### config.mk
export PLATFORM = sky130hd
export DESIGN_NAME = motor_link_ctrl
export DESIGN_NICKNAME = d
export VERILOG_FILES = /design/src/include/mdrv_pkg.sv /design/src/rtl/sync2.sv /design/src/rtl/motor_link_ctrl.sv
export SDC_FILE = /design/constraint.sdc
export NUM_CORES = 1
export LEC_CHECK = 0
export BUFFER_PORTS_ARGS = -buffer_cell sky130_fd_sc_hd__buf_2
export CORE_UTILIZATION = 53
export CTS_CLUSTER_SIZE = 16
export DETAILED_ROUTE_END_ITERATION = 12
export PLACE_DENSITY = 0.79
export SYNTH_ARGS = -nofsm -noshare
export SYNTH_HDL_FRONTEND = slang
export SYNTH_SLANG_ARGS = --single-unit
### constraint.sdc
create_clock -name clk -period 4 [get_ports clk]
set_clock_uncertainty 0.1 [all_clocks]
set_input_delay 0.2 -clock clk [delete_from_list [all_inputs] [get_ports clk]]
set_output_delay 0.2 -clock clk [all_outputs]
set_load 0.01 [all_outputs]
### src/include/mdrv_pkg.sv
package mdrv_pkg;

	// ----------------------------------------------------------------
	// Register indices
	// ----------------------------------------------------------------
	localparam logic [7:0] REG_BUS_ID  = 8'h00;
	localparam logic [7:0] REG_BRIDGE  = 8'h01;
	localparam logic [7:0] REG_FAULT   = 8'h02;
	localparam logic [7:0] REG_STATUS1 = 8'h03;
	localparam logic [7:0] REG_CHANNEL_FAULT_STATUS = 8'h04;

	// ----------------------------------------------------------------
	// Reset values
	// ----------------------------------------------------------------
	localparam logic [6:0] BUS_ID_RESET    = 7'h60;
	localparam logic [7:0] BRIDGE_RESET    = 8'h00;
	localparam logic [7:0] FAULT_CTL_RESET = 8'h00;
	localparam logic       SLEW_RESET      = 1'b0;

	// ----------------------------------------------------------------
	// Field positions
	// ----------------------------------------------------------------
	localparam int FC_CLEAR      = 7;
	localparam int FC_PIN_DIS    = 6;
	localparam int FC_OCP_LATCH  = 3;
	localparam int FC_OLD_NOFLAG = 1;
	localparam int FC_OLD_HIZ    = 0;
	localparam logic [7:0] FC_WMASK = 8'hdf;
	localparam int ST_SLEW  = 6;
	localparam int ST_FAULT = 4;
	localparam int ST_OCP   = 3;
	localparam int ST_OLD   = 2;
	localparam int ST_TSD   = 1;
	localparam int ST_UVLO  = 0;
	localparam int BC_MODE_LSB = 0;

	// ----------------------------------------------------------------
	// Timing
	// ----------------------------------------------------------------
	localparam int CLK_NS       = 8;
	localparam int RETRY_NS     = 1000000;
	localparam int RETRY_CYCLES = RETRY_NS / CLK_NS;

	// ----------------------------------------------------------------
	// Types
	// ----------------------------------------------------------------
	typedef enum logic [1:0] {
		MODE_4PIN  = 2'h0,
		MODE_2PIN  = 2'h1,
		MODE_PAR   = 2'h2,
		MODE_INDEP = 2'h3
	} bridge_mode_e;

	typedef enum logic [8:0] {
		S_IDLE      = 9'h001,
		S_ADDR      = 9'h002,
		S_ADDR_ACK  = 9'h004,
		S_INDEX     = 9'h008,
		S_INDEX_ACK = 9'h010,
		S_DATA      = 9'h020,
		S_DATA_ACK  = 9'h040,
		S_TX        = 9'h080,
		S_TX_ACK    = 9'h100
	} link_state_e;

endpackage

### src/rtl/sync2.sv
`timescale 1ns/1ns
module sync2 #(
	parameter int WIDTH = 1
) (
	input  wire logic             clk,    // System clock
	input  wire logic             resetn, // Async reset, active low
	input  wire logic [WIDTH-1:0] din,    // Asynchronous input
	output logic      [WIDTH-1:0] dout    // Synchronised output
);
	typedef struct packed {
		logic [WIDTH-1:0] meta;
		logic [WIDTH-1:0] stable;
	} sync_s;

	sync_s st_q;
	sync_s st_d;

	if (WIDTH < 1) begin : g_width_check
		$error("sync2: WIDTH must be at least 1");
	end

	always_comb begin
		st_d.meta   = din;
		st_d.stable = st_q.meta;
	end

	always_ff @(posedge clk or negedge resetn) begin
		if (!resetn) begin
			st_q <= '0;
		end else begin
			st_q <= st_d;
		end
	end

	assign dout = st_q.stable;
endmodule

### src/rtl/motor_link_ctrl.sv
`timescale 1ns/1ns
module motor_link_ctrl import mdrv_pkg::*; #(
	parameter int RETRY_CYC = RETRY_CYCLES
) (
	input  wire logic       clk,           // 125 MHz system clock
	input  wire logic       resetn,        // Async reset, active low
	input  wire logic       sleep_pin_n,   // Sleep pin, low puts device to sleep
	input  wire logic       scl_in,        // Bus clock from master
	input  wire logic       sda_in,        // Bus data level
	output logic            sda_out,       // Bus data drive value (always low)
	output logic            sda_oe,        // Bus data pull-low enable
	input  wire logic       fault_pin_in,  // Fault flag pin level
	output logic            fault_pin_out, // Fault flag drive value (always low)
	output logic            fault_pin_oe,  // Fault flag pull-low enable
	input  wire logic       supply_uv,     // Supply undervoltage comparator
	input  wire logic       thermal_sd,    // Thermal shutdown comparator
	input  wire logic [3:0] ocp_det,       // Overcurrent per half-bridge
	input  wire logic [3:0] old_det,       // Open load per half-bridge
	output logic [3:0]      half_hiz,      // Half-bridge Hi-Z command
	output logic            core_en,       // Internal circuits enable
	output logic [7:0]      bridge_cfg,    // Bridge control register
	output logic [7:0]      fault_cfg,     // Fault control register
	output logic            slew_sel       // Slew rate select
);
	localparam int RW = $clog2(RETRY_CYC + 1);

	if (RETRY_CYC < 2) begin : g_retry_check
		$error("motor_link_ctrl: RETRY_CYC must be at least 2");
	end

	// ----------------------------------------------------------------
	// State
	// ----------------------------------------------------------------
	typedef struct packed {
		link_state_e fsm;
		logic [3:0]  cnt;
		logic [7:0]  sh;
		logic [7:0]  ptr;
		logic        sda_oe;
		logic [6:0]  addr;
		logic [7:0]  bctl;
		logic [7:0]  fctl;
		logic        slr;
		logic        uvlo_f;
		logic        tsd_f;
		logic [3:0]  ocp_f;
		logic [3:0]  ocp_hold;
		logic [3:0]  old_f;
		logic [RW-1:0] retry;
		logic        scl_d;
		logic        sda_d;
		logic [3:0]  hiz;
		logic        fault_oe;
		logic [1:0]  oe_hist;
		logic        core_en;
	} ctrl_s;

	localparam ctrl_s ST_RST = '{fsm: S_IDLE, addr: BUS_ID_RESET, bctl: BRIDGE_RESET,
		fctl: FAULT_CTL_RESET, slr: SLEW_RESET, scl_d: 1'b1, sda_d: 1'b1, hiz: 4'hf, default: '0};

	ctrl_s st_q;
	ctrl_s st_d;

	logic       scl_s, sda_s, pin_s, awake, uv_s, tsd_s;
	logic [3:0] ocp_s, old_s;

	// ----------------------------------------------------------------
	// Input synchronisers
	// ----------------------------------------------------------------
	sync2 #(.WIDTH(14)) u_sync (
		.clk    (clk),
		.resetn (resetn),
		.din    ({scl_in, sda_in, fault_pin_in, sleep_pin_n, supply_uv, thermal_sd, ocp_det, old_det}),
		.dout   ({scl_s, sda_s, pin_s, awake, uv_s, tsd_s, ocp_s, old_s})
	);

	// ----------------------------------------------------------------
	// Helpers
	// ----------------------------------------------------------------
	function automatic logic [3:0] spread(input logic [1:0] mode, input logic [3:0] f);
		unique case (bridge_mode_e'(mode))
			MODE_4PIN, MODE_2PIN: spread = {{2{|f[3:2]}}, {2{|f[1:0]}}};
			MODE_PAR:             spread = {4{|f}};
			MODE_INDEP:           spread = f;
		endcase
	endfunction

	function automatic logic [7:0] rd_reg(input ctrl_s s, input logic [7:0] idx, input logic flt);
		rd_reg = 8'h00;
		unique case (idx)
			REG_BUS_ID:  rd_reg = {1'b0, s.addr};
			REG_BRIDGE:  rd_reg = s.bctl;
			REG_FAULT:   rd_reg = s.fctl & FC_WMASK;
			REG_STATUS1: begin
				rd_reg[ST_SLEW]  = s.slr;
				rd_reg[ST_FAULT] = flt;
				rd_reg[ST_OCP]   = |s.ocp_f;
				rd_reg[ST_OLD]   = |s.old_f;
				rd_reg[ST_TSD]   = s.tsd_f;
				rd_reg[ST_UVLO]  = s.uvlo_f;
			end
			REG_CHANNEL_FAULT_STATUS: rd_reg = {s.old_f, s.ocp_f};
			default:     rd_reg = 8'h00;
		endcase
	endfunction

	logic fault_pin_disable, fault_any, start, stop, rise, fall, detach;
	logic [7:0] rd_now, rd_next;

	assign fault_pin_disable    = st_q.fctl[FC_PIN_DIS];
	assign fault_any = uv_s | tsd_s | (|st_q.ocp_hold) | ((|st_q.old_f) & ~st_q.fctl[FC_OLD_NOFLAG]);
	assign start     = scl_s & st_q.scl_d & st_q.sda_d & ~sda_s;
	assign stop      = scl_s & st_q.scl_d & ~st_q.sda_d & sda_s;
	assign rise      = scl_s & ~st_q.scl_d;
	assign fall      = ~scl_s & st_q.scl_d;
	// Own fault drive still shows on the synchronised pin for two clocks
	assign detach    = fault_pin_disable & ~pin_s & ~st_q.oe_hist[1];
	assign rd_now    = rd_reg(st_q, st_q.ptr, st_q.fault_oe | fault_any);
	assign rd_next   = rd_reg(st_q, st_q.ptr + 8'h01, st_q.fault_oe | fault_any);

	// ----------------------------------------------------------------
	// Next state
	// ----------------------------------------------------------------
	always_comb begin
		st_d       = st_q;
		st_d.scl_d = scl_s;
		st_d.sda_d = sda_s;

		// Fault flags: a new event always wins over a clear
		st_d.uvlo_f   = st_q.uvlo_f | uv_s;
		st_d.tsd_f    = st_q.tsd_f | tsd_s;
		st_d.ocp_f    = st_q.ocp_f | ocp_s;
		st_d.ocp_hold = st_q.ocp_hold | ocp_s;
		st_d.old_f    = st_q.old_f | old_s;
		if (|st_q.ocp_hold && !st_q.fctl[FC_OCP_LATCH]) begin
			if (st_q.retry == RW'(RETRY_CYC - 1)) begin
				st_d.retry    = '0;
				st_d.ocp_hold = ocp_s;
			end else begin
				st_d.retry = st_q.retry + RW'(1);
			end
		end else begin
			st_d.retry = '0;
		end
		if (st_q.fctl[FC_CLEAR]) begin
			st_d.fctl[FC_CLEAR] = 1'b0;
			st_d.uvlo_f = uv_s;
			st_d.tsd_f  = tsd_s;
			st_d.ocp_f  = ocp_s;
			if (st_q.fctl[FC_OCP_LATCH]) begin
				st_d.ocp_hold = ocp_s;
			end
		end

		// Outputs toward pins and bridges
		st_d.fault_oe = fault_any & ~fault_pin_disable;
		st_d.oe_hist  = {st_q.oe_hist[0], st_q.fault_oe};
		st_d.core_en  = ~uv_s;
		if (uv_s || tsd_s) begin
			st_d.hiz = 4'hf;
		end else begin
			st_d.hiz = spread(st_q.bctl[BC_MODE_LSB +: 2],
				st_q.ocp_hold | (st_q.fctl[FC_OLD_HIZ] ? st_q.old_f : 4'h0));
		end

		// Bus transfer engine
		if (detach || stop) begin
			st_d.fsm    = S_IDLE;
			st_d.sda_oe = 1'b0;
		end else if (start) begin
			st_d.fsm    = S_ADDR;
			st_d.cnt    = 4'h0;
			st_d.sda_oe = 1'b0;
		end else begin
			unique case (st_q.fsm)
				S_IDLE: begin
					st_d.sda_oe = 1'b0;
				end
				S_ADDR, S_INDEX, S_DATA: begin
					if (rise) begin
						st_d.sh  = {st_q.sh[6:0], sda_s};
						st_d.cnt = st_q.cnt + 4'h1;
					end else if (fall && st_q.cnt == 4'h8) begin
						st_d.cnt = 4'h0;
						if (st_q.fsm == S_ADDR) begin
							if (st_q.sh[7:1] == st_q.addr) begin
								st_d.sda_oe = 1'b1;
								st_d.fsm    = S_ADDR_ACK;
							end else begin
								st_d.fsm = S_IDLE;
							end
						end else if (st_q.fsm == S_INDEX) begin
							st_d.ptr    = st_q.sh;
							st_d.sda_oe = 1'b1;
							st_d.fsm    = S_INDEX_ACK;
						end else begin
							st_d.sda_oe = 1'b1;
							st_d.fsm    = S_DATA_ACK;
							unique case (st_q.ptr)
								REG_BUS_ID:  st_d.addr = st_q.sh[6:0];
								REG_BRIDGE:  st_d.bctl = st_q.sh;
								REG_FAULT:   st_d.fctl = st_q.sh & FC_WMASK;
								REG_STATUS1: st_d.slr  = st_q.sh[ST_SLEW];
								default:     st_d.bctl = st_q.bctl;
							endcase
						end
					end
				end
				S_ADDR_ACK: begin
					if (fall) begin
						if (st_q.sh[0]) begin
							st_d.sh     = rd_now;
							st_d.sda_oe = ~rd_now[7];
							st_d.cnt    = 4'h0;
							st_d.fsm    = S_TX;
						end else begin
							st_d.sda_oe = 1'b0;
							st_d.fsm    = S_INDEX;
						end
					end
				end
				S_INDEX_ACK: begin
					if (fall) begin
						st_d.sda_oe = 1'b0;
						st_d.fsm    = S_DATA;
					end
				end
				S_DATA_ACK: begin
					if (fall) begin
						st_d.sda_oe = 1'b0;
						st_d.fsm    = S_IDLE;
					end
				end
				S_TX: begin
					if (rise) begin
						st_d.cnt = st_q.cnt + 4'h1;
					end else if (fall) begin
						if (st_q.cnt == 4'h8) begin
							st_d.sda_oe = 1'b0;
							st_d.fsm    = S_TX_ACK;
						end else begin
							st_d.sh     = {st_q.sh[6:0], 1'b0};
							st_d.sda_oe = ~st_q.sh[6];
						end
					end
				end
				S_TX_ACK: begin
					if (rise && sda_s) begin
						st_d.fsm = S_IDLE;
					end else if (fall) begin
						st_d.ptr    = st_q.ptr + 8'h01;
						st_d.sh     = rd_next;
						st_d.sda_oe = ~rd_next[7];
						st_d.cnt    = 4'h0;
						st_d.fsm    = S_TX;
					end
				end
			endcase
		end

		// Sleep pin acts as a full reset, restoring the default address
		if (!awake) begin
			st_d = ST_RST;
		end
	end

	always_ff @(posedge clk or negedge resetn) begin
		if (!resetn) begin
			st_q <= ST_RST;
		end else begin
			st_q <= st_d;
		end
	end

	assign sda_out       = 1'b0;
	assign sda_oe        = st_q.sda_oe;
	assign fault_pin_out = 1'b0;
	assign fault_pin_oe  = st_q.fault_oe;
	assign half_hiz      = st_q.hiz;
	assign core_en       = st_q.core_en;
	assign bridge_cfg    = st_q.bctl;
	assign fault_cfg     = st_q.fctl;
	assign slew_sel      = st_q.slr;

	logic [6:0] sh_low;
	assign sh_low = st_q.sh[6:0];
endmodule

==> PnR_summary.wiki, run 1 <==
{| class="wikitable"
! Metric !! Value
|-
| Summed negative setup slack over all endpoints || 0 ns
|-
| Total clock buffers created by CTS || 17
|-
| Largest buffer count on any clock path || 2
|-
| Core area || 12110 µm²
|-
| Crit-path cells || nor3_1 -> and3_1 -> buf_4 -> a31oi_1 -> o31ai_1 -> o21ai_0 -> o2bb2ai_1
|-
| Class of the tightest hold or removal check || reg2reg
|-
| Mapped Avg Cell Area || 9.629 µm²
|-
| Count of state elements after synthesis || 122
|-
| Remaining design rule violation count || 0
|-
| Setup repair after global routing missed its margin || no
|-
| Die Height || 114.0 µm
|-
| Worst Reg2Reg Path Length in Cells || 7
|-
| Sequential fraction of the synthesis area || 46.05%
|-
| Setup violations, final || 0
|-
| Critical Path AT || 3.33 ns
|-
| Fraction of registers with async set/reset || 100.0%
|-
| Post-route antenna net violation count || 0
|-
| Root buffer cell || sky130_fd_sc_hd__clkbuf_16
|-
| Worst hold path stage count || 0
|-
| CTS sink count || 122
|-
| Filler instances || 999
|-
| Share of cell area taken by muxes after synthesis || 4.663%
|-
| Number of DRC markers after the initial detailed-route iteration || 658
|-
| Top cells by count, synth || sky130_fd_sc_hd__dfrtp_1, sky130_fd_sc_hd__nor2_1, sky130_fd_sc_hd__nand2_1, sky130_fd_sc_hd__a21oi_1, sky130_fd_sc_hd__clkbuf_1
|-
| Total power after layout || 2927 µW
|-
| Drt pass-1 iters || 5
|-
| Count of distinct cell types in the synthesized netlist || 71
|-
| Effective utilization at floorplan || 54.94%
|-
| Status || complete, no violations
|-
| Leak Pwr || 0.003265 µW
|-
| CP startpoint kind || flip-flop
|-
| Mean number of vias per cell || 6.320
|-
| Initial antenna violation count || 0
|-
| Max Freq || 0.3186 GHz
|-
| Latest clock arrival within the worst-skew pair || 0.42 ns
|-
| EDFF count, synth || 0
|-
| Number of non-filler instances in the completed layout || 892
|-
| Placed wire-length estimate || 12410 µm
|-
| Post-synthesis cell area || 6654 µm²
|-
| Leading post-synthesis cells by cell area || sky130_fd_sc_hd__dfrtp_1, sky130_fd_sc_hd__mux2_2, sky130_fd_sc_hd__dfstp_2, sky130_fd_sc_hd__nor2_1, sky130_fd_sc_hd__a21oi_1
|-
| Area of placed instances || 6804 µm²
|-
| Compound-cell area share of the yosys netlist || 18.65%
|-
| Clk pin slew, worst setup/hold paths || 0.06 ns
|-
| Final instance area || 7492 µm²
|-
| Most repeated cell in the gate-level netlist after synthesis || sky130_fd_sc_hd__dfrtp_1
|-
| Via count of the first global-routing pass || 5593
|-
| Synth-to-Final Area Change || 12.60%
|-
| Die footprint || 13010 µm²
|-
| Cell accounting for the most synthesized area || sky130_fd_sc_hd__dfrtp_1
|-
| Final hold vios || 0
|-
| Worst slew slack as a fraction of its limit || 30.15%
|-
| Maximum single-stage delay on the critical path || 0.87 ns
|-
| Cell area power density || 390.7 nW/µm²
|-
| Total routing resource utilization after global routing || 30.23%
|-
| Slew @ Worst Pin || 1.039 ns
|-
| Final Max Slew Viols || 0
|-
| Count of antenna diodes in the layout || 0
|-
| Post-synth top flop || sky130_fd_sc_hd__dfrtp_1
|-
| Total vias in the final route || 5637
|-
| Clock period minus final worst setup slack || 3.138 ns
|-
| Number of rows created at floorplan || 40
|-
| TritonCTS clock tree || yes
|-
| Sum of overflow across all layers after global routing || 0
|-
| Clock H-tree levels || 4
|-
| YS warnings || 0
|-
| Max Fanout on Critical Path || 18
|-
| XOR/XNOR Fraction of Synth Area || 3.554%
|-
| Synthesized-area fraction occupied by and/or/nand/nor cells || 19.41%
|-
| Number of nets in the layout || 736
|-
| Horiz. Die Dim || 114.0 µm
|-
| Routability cong. || 0.9269
|-
| Peak supply drop || 0.3010 mV
|-
| Routed wirelength normalized by instance count || 20.37 µm
|-
| Routed wire length || 18170 µm
|-
| Required time at the worst-slack endpoint || 4.19 ns
|-
| Number of post-CTS setup repair buffers || 0
|-
| Quantity of I/O buffers inserted on ports || 38
|-
| Category of the most critical setup path || reg2reg
|-
| Largest net degree at the start of global routing || 75
|-
| Adder-cell share of the synthesized area || 1.504%
|-
| Global-route wire length before repair || 29460 µm
|-
| Dominant combinational cell family by area after synthesis || simple AND/OR/NAND/NOR gates
|-
| Number of placed instances with taps included || 846
|-
| Post-route clock period utilization || 78.46%
|-
| Critical Path Slowest Stage Cell || sky130_fd_sc_hd__o31ai_1
|-
| Cell count after synthesis || 691
|-
| Max cap viols || 0
|-
| Io pins || 42
|-
| Layout cells sized above 1 || 17.27%
|-
| Critical Path Sink Type || flip-flop
|-
| Synth top area share || 42.50%
|}
==> what timing repair did <==
action / in CTS / in global routing
hold buffers: 15 / 0
resized for setup: 0 / 0
endpoints found under the hold margin: 81 / 0
==> report_power, final <==
group / total [µW] / switching [µW] / internal (µW)
combinational: 197 / 126 / 71.3
clock: 1410 / 609 / 799
sequential: 1320 / 45.8 / 1280
==> worst max-delay path: cells and delay by family, from the launching register on <==
| kind | cells | cell delay [ns] |
|---|---|---|
| AO/OA/AOI/OAI | 4 | 1.45 |
| flip-flops | 1 | 0.47 |
| buffers and inverters | 1 | 0.25 |
| AND/OR/NAND/NOR | 2 | 0.73 |
==> metal layers <==
layer  GRT usage (%)  vias to the layer above  share of wire [%]
li1                -                     2564                  -
met1           38.73                     2746                 42
met2           46.34                      257                 46
met3           8.927                       70                7.3
met4           16.10                        0                4.3
met5               0                        -                  0
==> cell usage in the layout (no fill, tap or decap), types with 19 or more instances in the layout <==
master / instances
sky130_fd_sc_hd__mux2_2: 24
sky130_fd_sc_hd__nand3_1: 24
sky130_fd_sc_hd__a21oi_1: 43
sky130_fd_sc_hd__nand2_1: 52
sky130_fd_sc_hd__inv_1: 19
sky130_fd_sc_hd__nor2_1: 61
sky130_fd_sc_hd__buf_2: 37
sky130_fd_sc_hd__dfrtp_1: 113
sky130_fd_sc_hd__a22oi_1: 21
sky130_fd_sc_hd__o21ai_0: 23
==> flip-flops by register name, summed over array words and instances, names as in the netlist <==
name,count
bridge_cfg,8
core_en,1
fault_cfg,7
fault_pin_oe,1
half_hiz,4
sda_oe,1
sh_low,7
slew_sel,1
st_q,64
u_sync.dout,14
u_sync.st_d,14
==> per-stage QoR <==
stage	setup WS [ns]	utilization, %	hold WS, ns
2_1_floorplan	1.342	-	-0.1956
3_3_place_gp	1.014	56.18	0.2091
3_5_place_dp	0.9931	56.18	0.2094
4_1_cts	0.9594	61.86	0.2486
5_1_grt	0.7537	61.86	0.2527
6_report	0.8616	61.86	0.2450
==> layout make-up <==
class	count	area [µm²]	area share [%]
inverters	19	71.32	0.9519
flip-flops and latches	122	3064	40.90
clock inverters	14	112.6	1.503
well taps	168	210.2	2.806
clock buffers	17	425.4	5.678
multi-input cells	489	3191	42.59
repair buffers	63	417.9	5.578
==> logic make-up after synthesis <==
group                    count (synthesis)
other                                    1
multiplexers                            28
AO/OA/AOI/OAI                          177
adder cells (fa/ha/maj)                  8
XOR/XNOR                                27
buffers and inverters                   82
flip-flops                             122
AND/OR/NAND/NOR                        246
==> worst paths after layout <==
path / start / end / slack, ns
max reg2reg: st_q[91] / st_q[73] / 0.86
min: u_sync.st_d[11] / u_sync.dout[11] / 0.24
max in group asynchronous: resetn / st_q[64] / 2.52
max: st_q[91] / st_q[73] / 0.86
min reg2reg: u_sync.st_d[11] / u_sync.dout[11] / 0.24
min in group asynchronous: resetn / u_sync.dout[4] / 0.33
Power figures use the tool's default switching activity.
==> run 2: changes to the inputs <==
ABC_AREA = 1   (was unset)
PLACE_DENSITY = 0.82   (was 0.79)
clock period = 2.65 ns   (was 4 ns; I/O delays follow)
==> run 2 against run 1 <==
  * Non-clock buffer count is 5 higher
  * Combinational power grew to 2.5 times the previous value
  * Sequential cell count stayed put
  * Core utilization is 1.0 points higher
  * Die area is 3.8% higher
  * Count of clock-buffer cells in the layout is 1 higher
  * Setup slack worse by 0.60 ns
  * Area after synthesis is 3.8% higher
  * Register-to-register slack worse by 0.60 ns
  * Final cell count is 26% higher
  * Critical endpoint is now sh_low[3]
  * Largest cell class unchanged
==> PnR_summary.wiki, run 2 <==
{| class="wikitable"
! Metric !! Value
|-
| Horiz. Die Dim || 116.2 µm (was 114.0 µm)
|-
| Total area of multi-input combinational cells || 3198 µm² (was 3191 µm²)
|-
| Cell area power density || 616.2 nW/µm² (was 390.7 nW/µm²)
|-
| TritonCTS clock tree || yes (unchanged)
|-
| Count of distinct cell types in the synthesized netlist || 49 (was 71)
|-
| Total clock buffers created by CTS || 17 (unchanged)
|-
| Met3 usage in global routing || 8.095% (was 8.927%)
|-
| Peak supply drop || 0.5293 mV (was 0.3010 mV)
|-
| Cell accounting for the most synthesized area || sky130_fd_sc_hd__dfrtp_1 (unchanged)
|-
| CTS Hold Bufs || 15 (unchanged)
|-
| Clk pin slew, worst setup/hold paths || 0.06 ns (about the same)
|-
| Via count of the first global-routing pass || 5993 (was 5593)
|-
| Most common cell after layout, fill and taps aside || sky130_fd_sc_hd__nand2_1 (was sky130_fd_sc_hd__dfrtp_1)
|-
| Placed wire-length estimate || 13210 µm (was 12410 µm)
|-
| Number of post-CTS setup repair buffers || 0 (unchanged)
|-
| Global-route wire length before repair || 29680 µm (was 29460 µm)
|-
| Top cells by count, synth || sky130_fd_sc_hd__nand2_1, sky130_fd_sc_hd__dfrtp_1, sky130_fd_sc_hd__inv_1, sky130_fd_sc_hd__nor2_1, sky130_fd_sc_hd__nand3_1 (was sky130_fd_sc_hd__dfrtp_1, sky130_fd_sc_hd__nor2_1, sky130_fd_sc_hd__nand2_1, sky130_fd_sc_hd__a21oi_1, sky130_fd_sc_hd__clkbuf_1)
|-
| Die Height || 116.2 µm (was 114.0 µm)
|-
| Drt pass-1 iters || 5 (unchanged)
|-
| Summed negative setup slack over all endpoints || 0 ns (unchanged)
|-
| Max Freq || 0.4188 GHz (was 0.3186 GHz)
|-
| Slew @ Worst Pin || 0.6506 ns (was 1.039 ns)
|-
| Required time at the worst-slack endpoint || 2.91 ns (was 4.19 ns)
|-
| Leading post-synthesis cells by cell area || sky130_fd_sc_hd__dfrtp_1, sky130_fd_sc_hd__nand2_1, sky130_fd_sc_hd__inv_1, sky130_fd_sc_hd__nand4_1, sky130_fd_sc_hd__nand3_1 (was sky130_fd_sc_hd__dfrtp_1, sky130_fd_sc_hd__mux2_2, sky130_fd_sc_hd__dfstp_2, sky130_fd_sc_hd__nor2_1, sky130_fd_sc_hd__a21oi_1)
|-
| Root buffer cell || sky130_fd_sc_hd__clkbuf_16 (unchanged)
|-
| Die footprint || 13490 µm² (was 13010 µm²)
|-
| Effective utilization at floorplan || 54.52% (was 54.94%)
|-
| Status || complete, no violations (unchanged)
|-
| Sum of overflow across all layers after global routing || 0 (unchanged)
|-
| Number of nets in the layout || 960 (was 736)
|-
| Final Max Slew Viols || 0 (unchanged)
|-
| Setup repair after global routing missed its margin || no (unchanged)
|-
| Synth top area share || 40.93% (was 42.50%)
|-
| CTS sink count || 122 (unchanged)
|-
| Area of placed instances || 7201 µm² (was 6804 µm²)
|-
| Largest net degree at the start of global routing || 42 (was 75)
|-
| Routability cong. || 1.028 (was 0.9269)
|-
| Met1 track demand over resource in global routing || 38.48% (was 38.73%)
|-
| Most repeated cell in the gate-level netlist after synthesis || sky130_fd_sc_hd__nand2_1 (was sky130_fd_sc_hd__dfrtp_1)
|-
| Mean number of vias per cell || 5.655 (was 6.320)
|-
| Critical Path AT || 2.65 ns (was 3.33 ns)
|-
| Count of antenna diodes in the layout || 0 (unchanged)
|-
| Class of the tightest hold or removal check || in2async (was reg2reg)
|-
| Number of rows created at floorplan || 41 (was 40)
|-
| Post-route clock period utilization || 90.10% (was 78.46%)
|-
| YS warnings || 0 (unchanged)
|-
| Synth-to-Final Area Change || 15.32% (was 12.60%)
|-
| Number of gates resized after cts || 0 (unchanged)
|-
| Cell count after synthesis || 884 (was 691)
|-
| Routed wire length || 17830 µm (was 18170 µm)
|-
| Number of flip-flops under the largest register name || 64 (unchanged)
|-
| Number of DRC markers after the initial detailed-route iteration || 590 (was 658)
|-
| Leak Pwr || 0.003784 µW (was 0.003265 µW)
|-
| Setup violations, final || 0 (unchanged)
|-
| Initial antenna violation count || 0 (unchanged)
|-
| GR Util met2 || 44.56% (was 46.34%)
|-
| Worst slew slack as a fraction of its limit || 56.46% (was 30.15%)
|-
| Clock H-tree levels || 4 (unchanged)
|-
| EDFF count, synth || 0 (unchanged)
|-
| Max cap viols || 0 (unchanged)
|-
| Highest-count cells in the layout ignoring fill and taps || sky130_fd_sc_hd__nand2_1, sky130_fd_sc_hd__dfrtp_1, sky130_fd_sc_hd__inv_1, sky130_fd_sc_hd__nor2_1, sky130_fd_sc_hd__nand3_1 (was sky130_fd_sc_hd__dfrtp_1, sky130_fd_sc_hd__nor2_1, sky130_fd_sc_hd__nand2_1, sky130_fd_sc_hd__a21oi_1, sky130_fd_sc_hd__buf_2)
|-
| Critical Path Sink Type || flip-flop (unchanged)
|-
| Total vias in the final route || 6339 (was 5637)
|-
| Post-synth top flop || sky130_fd_sc_hd__dfrtp_1 (unchanged)
|-
| Clock period minus final worst setup slack || 2.388 ns (was 3.138 ns)
|-
| Remaining design rule violation count || 0 (unchanged)
|-
| Largest buffer count on any clock path || 2 (unchanged)
|-
| Quantity of I/O buffers inserted on ports || 38 (unchanged)
|-
| Final instance area || 7966 µm² (was 7492 µm²)
|-
| Busiest metal layer after global routing || met2 (unchanged)
|-
| Post-route antenna net violation count || 0 (unchanged)
|-
| Sequential cell area in the final layout || 3064 µm² (unchanged)
|-
| Io pins || 42 (unchanged)
|-
| Final hold vios || 0 (unchanged)
|-
| CP startpoint kind || flip-flop (unchanged)
|-
| Count of state elements after synthesis || 122 (unchanged)
|-
| Routed wirelength normalized by instance count || 15.90 µm (was 20.37 µm)
|-
| Mapped Avg Cell Area || 7.814 µm² (was 9.629 µm²)
|-
| Core area || 12670 µm² (was 12110 µm²)
|-
| Fraction of registers with async set/reset || 100.0% (unchanged)
|-
| Filler instances || 1099 (was 999)
|-
| Layout cells sized above 1 || 15.28% (was 17.27%)
|-
| Category of the most critical setup path || reg2reg (unchanged)
|-
| Post-synthesis cell area || 6908 µm² (was 6654 µm²)
|-
| Register ranked first by flip-flop count || st_q (unchanged)
|-
| Latest clock arrival within the worst-skew pair || 0.43 ns (was 0.42 ns)
|-
| Total routing resource utilization after global routing || 29.17% (was 30.23%)
|-
| Sequential fraction of the synthesis area || 44.36% (was 46.05%)
|-
| Max Fanout on Critical Path || 7 (was 18)
|}
[run 2: path summary, 6_finish.rpt]
path	from	to	slack, ns	cells past startpoint
max	st_q[67]	sh_low[3]	0.26	11
min	resetn	st_q[17]	0.07	2
max reg2reg	st_q[67]	sh_low[3]	0.26	11
min reg2reg	u_sync.st_d[6]	u_sync.dout[6]	0.25	0
max in group asynchronous	resetn	half_hiz[2]	1.65	3
min in group clk	old_det[1]	u_sync.st_d[1]	0.24	2
[run 2: final cells by class]
class	instances	share of cell area, %
clock buffer	18	5.387
clock inverter	14	2.340
inverter	108	5.089
multi-input combinational	619	40.14
sequential	122	38.46
tap	172	2.701
timing repair buffer	68	5.874
[run 2: through the flow]
stage | hold slack, ns | total power [µW] | setup WS, ns | utilization [%] | cells
4_1_cts | 0.07255 | 4938 | 0.3372 | 62.87 | 1121
6_report | 0.07425 | 4909 | 0.2623 | 62.87 | 1121
3_5_place_dp | -0.01561 | 2525 | 0.3570 | 56.83 | 1074
3_3_place_gp | -0.01476 | 2517 | 0.3173 | 56.83 | 1074
2_1_floorplan | -0.2631 | 2386 | 0.5783 | - | 886
5_1_grt | 0.1108 | 5118 | 0.08790 | 62.87 | 1121
[run 2: kinds of logic after synthesis]
kind of cell | after synthesis | share of synthesized area, %
flip-flops | 122 | 44.36
adder cells (fa/ha/maj) | 8 | 1.449
AO/OA/AOI/OAI | 124 | 10.45
other | 1 | 0.05429
XOR/XNOR | 11 | 1.395
AND/OR/NAND/NOR | 473 | 32.84
buffers and inverters | 145 | 9.455
[run 2: per-layer routing]
layer / share of wire (%) / wire, µm
met5: 0 / 0
met4: 3.5 / 619
met2: 45 / 7988
met3: 8.8 / 1576
met1: 43 / 7644
[run 2: power by group]
group          internal [µW]  total [µW]  switching (µW)  leakage (µW)
registers               1950        2020            68.6       0.00158
clock network           1500        2390             894      0.000299
logic                    157         496             339       0.00191
total                   3610        4910            1300       0.00378
[run 2: critical path, cell delays in order, from the launching register on]
cell and delay (ns):
sky130_fd_sc_hd__dfrtp_1 0.45, sky130_fd_sc_hd__ha_1 0.24, sky130_fd_sc_hd__nand2_1 0.13, sky130_fd_sc_hd__nand2_1 0.14
sky130_fd_sc_hd__nand3_1 0.16, sky130_fd_sc_hd__nor2_1 0.52, sky130_fd_sc_hd__nand4_1 0.16, sky130_fd_sc_hd__nand2_1 0.09
sky130_fd_sc_hd__o21bai_1 0.11, sky130_fd_sc_hd__nand3_1 0.11, sky130_fd_sc_hd__nand2_1 0.06, sky130_fd_sc_hd__nand2_1 0.06
==> run 3: changes to the inputs <==
ABC_AREA = unset   (was 1)
==> run 3 against run 2 <==
  * Power down 4.9%
  * Sequential share of layout area down 0.057 points
  * Hold slack better by 0.096 ns
  * Largest cell class unchanged
  * Critical path depth decreased by 4
  * Routed wire length is 7.3% higher
  * Setup slack worse by 0.22 ns
  * Critical endpoint is now sda_oe
==> PnR_summary.wiki, run 3 (synthesized netlist as in run 1, its figures left out) <==
{| class="wikitable"
! Metric !! Value
|-
| Status || complete, no violations (unchanged)
|-
| Setup violations, final || 0 (unchanged)
|-
| Quantity of I/O buffers inserted on ports || 38 (unchanged)
|-
| Total vias in the final route || 5963 (was 6339)
|-
| Effective utilization at floorplan || 54.94% (was 54.52%)
|-
| Routed wirelength normalized by instance count || 20.30 µm (was 15.90 µm)
|-
| Largest net degree at the start of global routing || 53 (was 42)
|-
| Placed wire-length estimate || 13500 µm (was 13210 µm)
|-
| Internal || 3412 µW (was 3608 µW)
|-
| Required time at the worst-slack endpoint || 2.86 ns (was 2.91 ns)
|-
| Part of the total power dissipated in the clock network || 49.8% (was 48.8%)
|-
| Worst Reg2Reg Path Length in Cells || 7 (was 11)
|-
| Number of nets in the layout || 785 (was 960)
|-
| Final hold vios || 0 (unchanged)
|-
| Number of rows created at floorplan || 40 (was 41)
|-
| Total clock buffers created by CTS || 17 (unchanged)
|-
| Latest clock arrival within the worst-skew pair || 0.42 ns (was 0.43 ns)
|-
| Fraction of power spent switching nets || 26.92% (was 26.50%)
|-
| Category of the most critical setup path || reg2reg (unchanged)
|-
| Power share of the sequential group || 42.7% (was 41.1%)
|-
| Slew @ Worst Pin || 0.6241 ns (was 0.6506 ns)
|-
| Sum of overflow across all layers after global routing || 0 (unchanged)
|-
| Register ranked first by flip-flop count || st_q (unchanged)
|-
| R2r startpoint || st_q[91] (was st_q[67])
|-
| Die Height || 114.0 µm (was 116.2 µm)
|-
| Count of antenna diodes in the layout || 0 (unchanged)
|-
| Number of placed instances with taps included || 895 (was 1074)
|-
| Final Max Slew Viols || 0 (unchanged)
|-
| Layout cells sized above 1 || 23.77% (was 15.28%)
|-
| Routability cong. || 0.9967 (was 1.028)
|-
| CTS sink count || 122 (unchanged)
|-
| Largest buffer count on any clock path || 2 (unchanged)
|-
| Critical Path AT || 2.81 ns (was 2.65 ns)
|-
| Drt pass-1 iters || 5 (unchanged)
|-
| Worst setup slack for register-to-register paths || 0.05 ns (was 0.26 ns)
|-
| Peak supply drop || 0.5500 mV (was 0.5293 mV)
|-
| Critical Path Start || st_q[91] (was st_q[67])
|-
| Mean number of vias per cell || 6.330 (was 5.655)
|-
| Routed wire length || 19130 µm (was 17830 µm)
|-
| Die footprint || 13010 µm² (was 13490 µm²)
|-
| Clock period minus final worst setup slack || 2.604 ns (was 2.388 ns)
|-
| Remaining design rule violation count || 0 (unchanged)
|-
| Number of flip-flops under the largest register name || 64 (unchanged)
|-
| Class of the tightest hold or removal check || in2async (unchanged)
|-
| Cell area power density || 585.0 nW/µm² (was 616.2 nW/µm²)
|-
| Io pins || 42 (unchanged)
|-
| TritonCTS clock tree || yes (unchanged)
|-
| Initial antenna violation count || 0 (unchanged)
|-
| Max Freq || 0.3840 GHz (was 0.4188 GHz)
|-
| Total routing resource utilization after global routing || 31.54% (was 29.17%)
|-
| Max cap viols || 0 (unchanged)
|-
| Critical Path Sink Type || flip-flop (unchanged)
|-
| Critical Path Slowest Stage Cell || sky130_fd_sc_hd__dfrtp_1 (was sky130_fd_sc_hd__nor2_1)
|-
| Worst setup path end || sda_oe (was sh_low[3])
|-
| Number of post-CTS setup repair buffers || 0 (unchanged)
|-
| Clock H-tree levels || 4 (unchanged)
|-
| Post-route antenna net violation count || 0 (unchanged)
|-
| Fin util || 65.90% (was 62.87%)
|-
| Leak Pwr || 0.003545 µW (was 0.003784 µW)
|-
| Global-route wire length before repair || 31110 µm (was 29680 µm)
|-
| CP startpoint kind || flip-flop (unchanged)
|-
| Filler instances || 972 (was 1099)
|-
| Combinational power share || 7.4% (was 10.1%)
|-
| Post-route clock period utilization || 98.28% (was 90.10%)
|-
| Core area || 12110 µm² (was 12670 µm²)
|-
| Maximum single-stage delay on the critical path || 0.47 ns (was 0.52 ns)
|-
| Most common cell after layout, fill and taps aside || sky130_fd_sc_hd__dfrtp_1 (was sky130_fd_sc_hd__nand2_1)
|-
| Root buffer cell || sky130_fd_sc_hd__clkbuf_16 (unchanged)
|-
| Via count of the first global-routing pass || 5885 (was 5993)
|-
| Summed negative setup slack over all endpoints || 0 ns (unchanged)
|-
| Highest-count cells in the layout ignoring fill and taps || sky130_fd_sc_hd__dfrtp_1, sky130_fd_sc_hd__nor2_1, sky130_fd_sc_hd__buf_4, sky130_fd_sc_hd__nand2_1, sky130_fd_sc_hd__a21oi_1 (was sky130_fd_sc_hd__nand2_1, sky130_fd_sc_hd__dfrtp_1, sky130_fd_sc_hd__inv_1, sky130_fd_sc_hd__nor2_1, sky130_fd_sc_hd__nand3_1)
|-
| Psw || 1257 µW (was 1301 µW)
|-
| Horiz. Die Dim || 114.0 µm (was 116.2 µm)
|-
| Worst slew slack as a fraction of its limit || 58.39% (was 56.46%)
|-
| Crit-path cells || nor4_2 -> buf_4 -> nand4b_1 -> a41oi_1 -> o21ai_0 -> and3_1 -> a41o_1 (was ha_1 -> nand2_1 -> nand2_1 -> nand3_1 -> nor2_1 -> nand4_1 -> nand2_1 -> o21bai_1 -> nand3_1 -> nand2_1 -> nand2_1)
|-
| Synth-to-Final Area Change || 19.95% (was 15.32%)
|-
| Number of non-filler instances in the completed layout || 942 (was 1121)
|-
| Reg2Reg Capture Point || sda_oe (was sh_low[3])
|-
| Clk pin slew, worst setup/hold paths || 0.06 ns (about the same)
|-
| Number of DRC markers after the initial detailed-route iteration || 760 (was 590)
|-
| Max Fanout on Critical Path || 8 (was 7)
|}
run 3: stage by stage:
stage	total power, µW	hold slack (ns)	setup WS, ns	instance area [µm²]
global route	4807	0.2289	-0.007395	7981
detailed placement	2340	0.08555	0.09723	7187
CTS	4674	0.1833	0.03797	7938
finish	4670	0.1706	0.04555	7981
global placement	2329	0.07412	0.05830	7187
floorplan	2184	-0.2631	0.003044	6664
run 3: repair_timing:
action	in CTS	in global routing
setup endpoints to repair	0	34
resized for setup	0	9
hold buffers	15	0
hold endpoints to repair	56	0
run 3: power by group through the flow:
| stage | Sequential, µW | Combinational, µW | Clock, µW |
|---|---|---|---|
| floorplan | 1990 | 196 | 0 |
| global route | 2000 | 381 | 2430 |
| detailed placement | 2020 | 318 | 0 |
| global placement | 2020 | 310 | 0 |
| CTS | 1990 | 337 | 2350 |
| finish | 2000 | 347 | 2330 |
run 3: critical path, delay by kind of cell, from the launching register on:
kind | cells | cell delay [ns]
AOI/OAI and AO/OA | 3 | 0.89
DFF | 1 | 0.47
buffers and inverters | 1 | 0.20
and+or+nand+nor | 3 | 0.82
run 3: final cells by class:
type	instances	area, µm²	share of cell area [%]
clock buffers	17	425.4	5.330
clock inverters	15	175.2	2.195
well taps	168	210.2	2.634
flip-flops and latches	122	3065	38.41
repair buffers	112	798.3	10.00
inverters	19	71.32	0.8936
multi-input cells	489	3236	40.54
run 3: metal layers:
| metal | track usage (%) | wire (µm) |
|---|---|---|
| met1 | 42.85 | 8072 |
| met2 | 47.76 | 8830 |
| met3 | 6.961 | 1531 |
| met4 | 15.93 | 691 |
| met5 | 0 | 0 |
run 3: worst min path at each step:
stage / endpoint / from / slack (ns) / cells past startpoint
final: sh_low[6] / resetn / 0.17 / 2
after global routing: sh_low[6] / resetn / 0.23 / 2
after CTS: sh_low[6] / resetn / 0.18 / 2
after detailed placement: st_q[91] / resetn / 0.09 / 1
after global placement: st_q[93] / resetn / 0.07 / 1
after floorplan: bridge_cfg[0] / resetn / -0.26 / 0
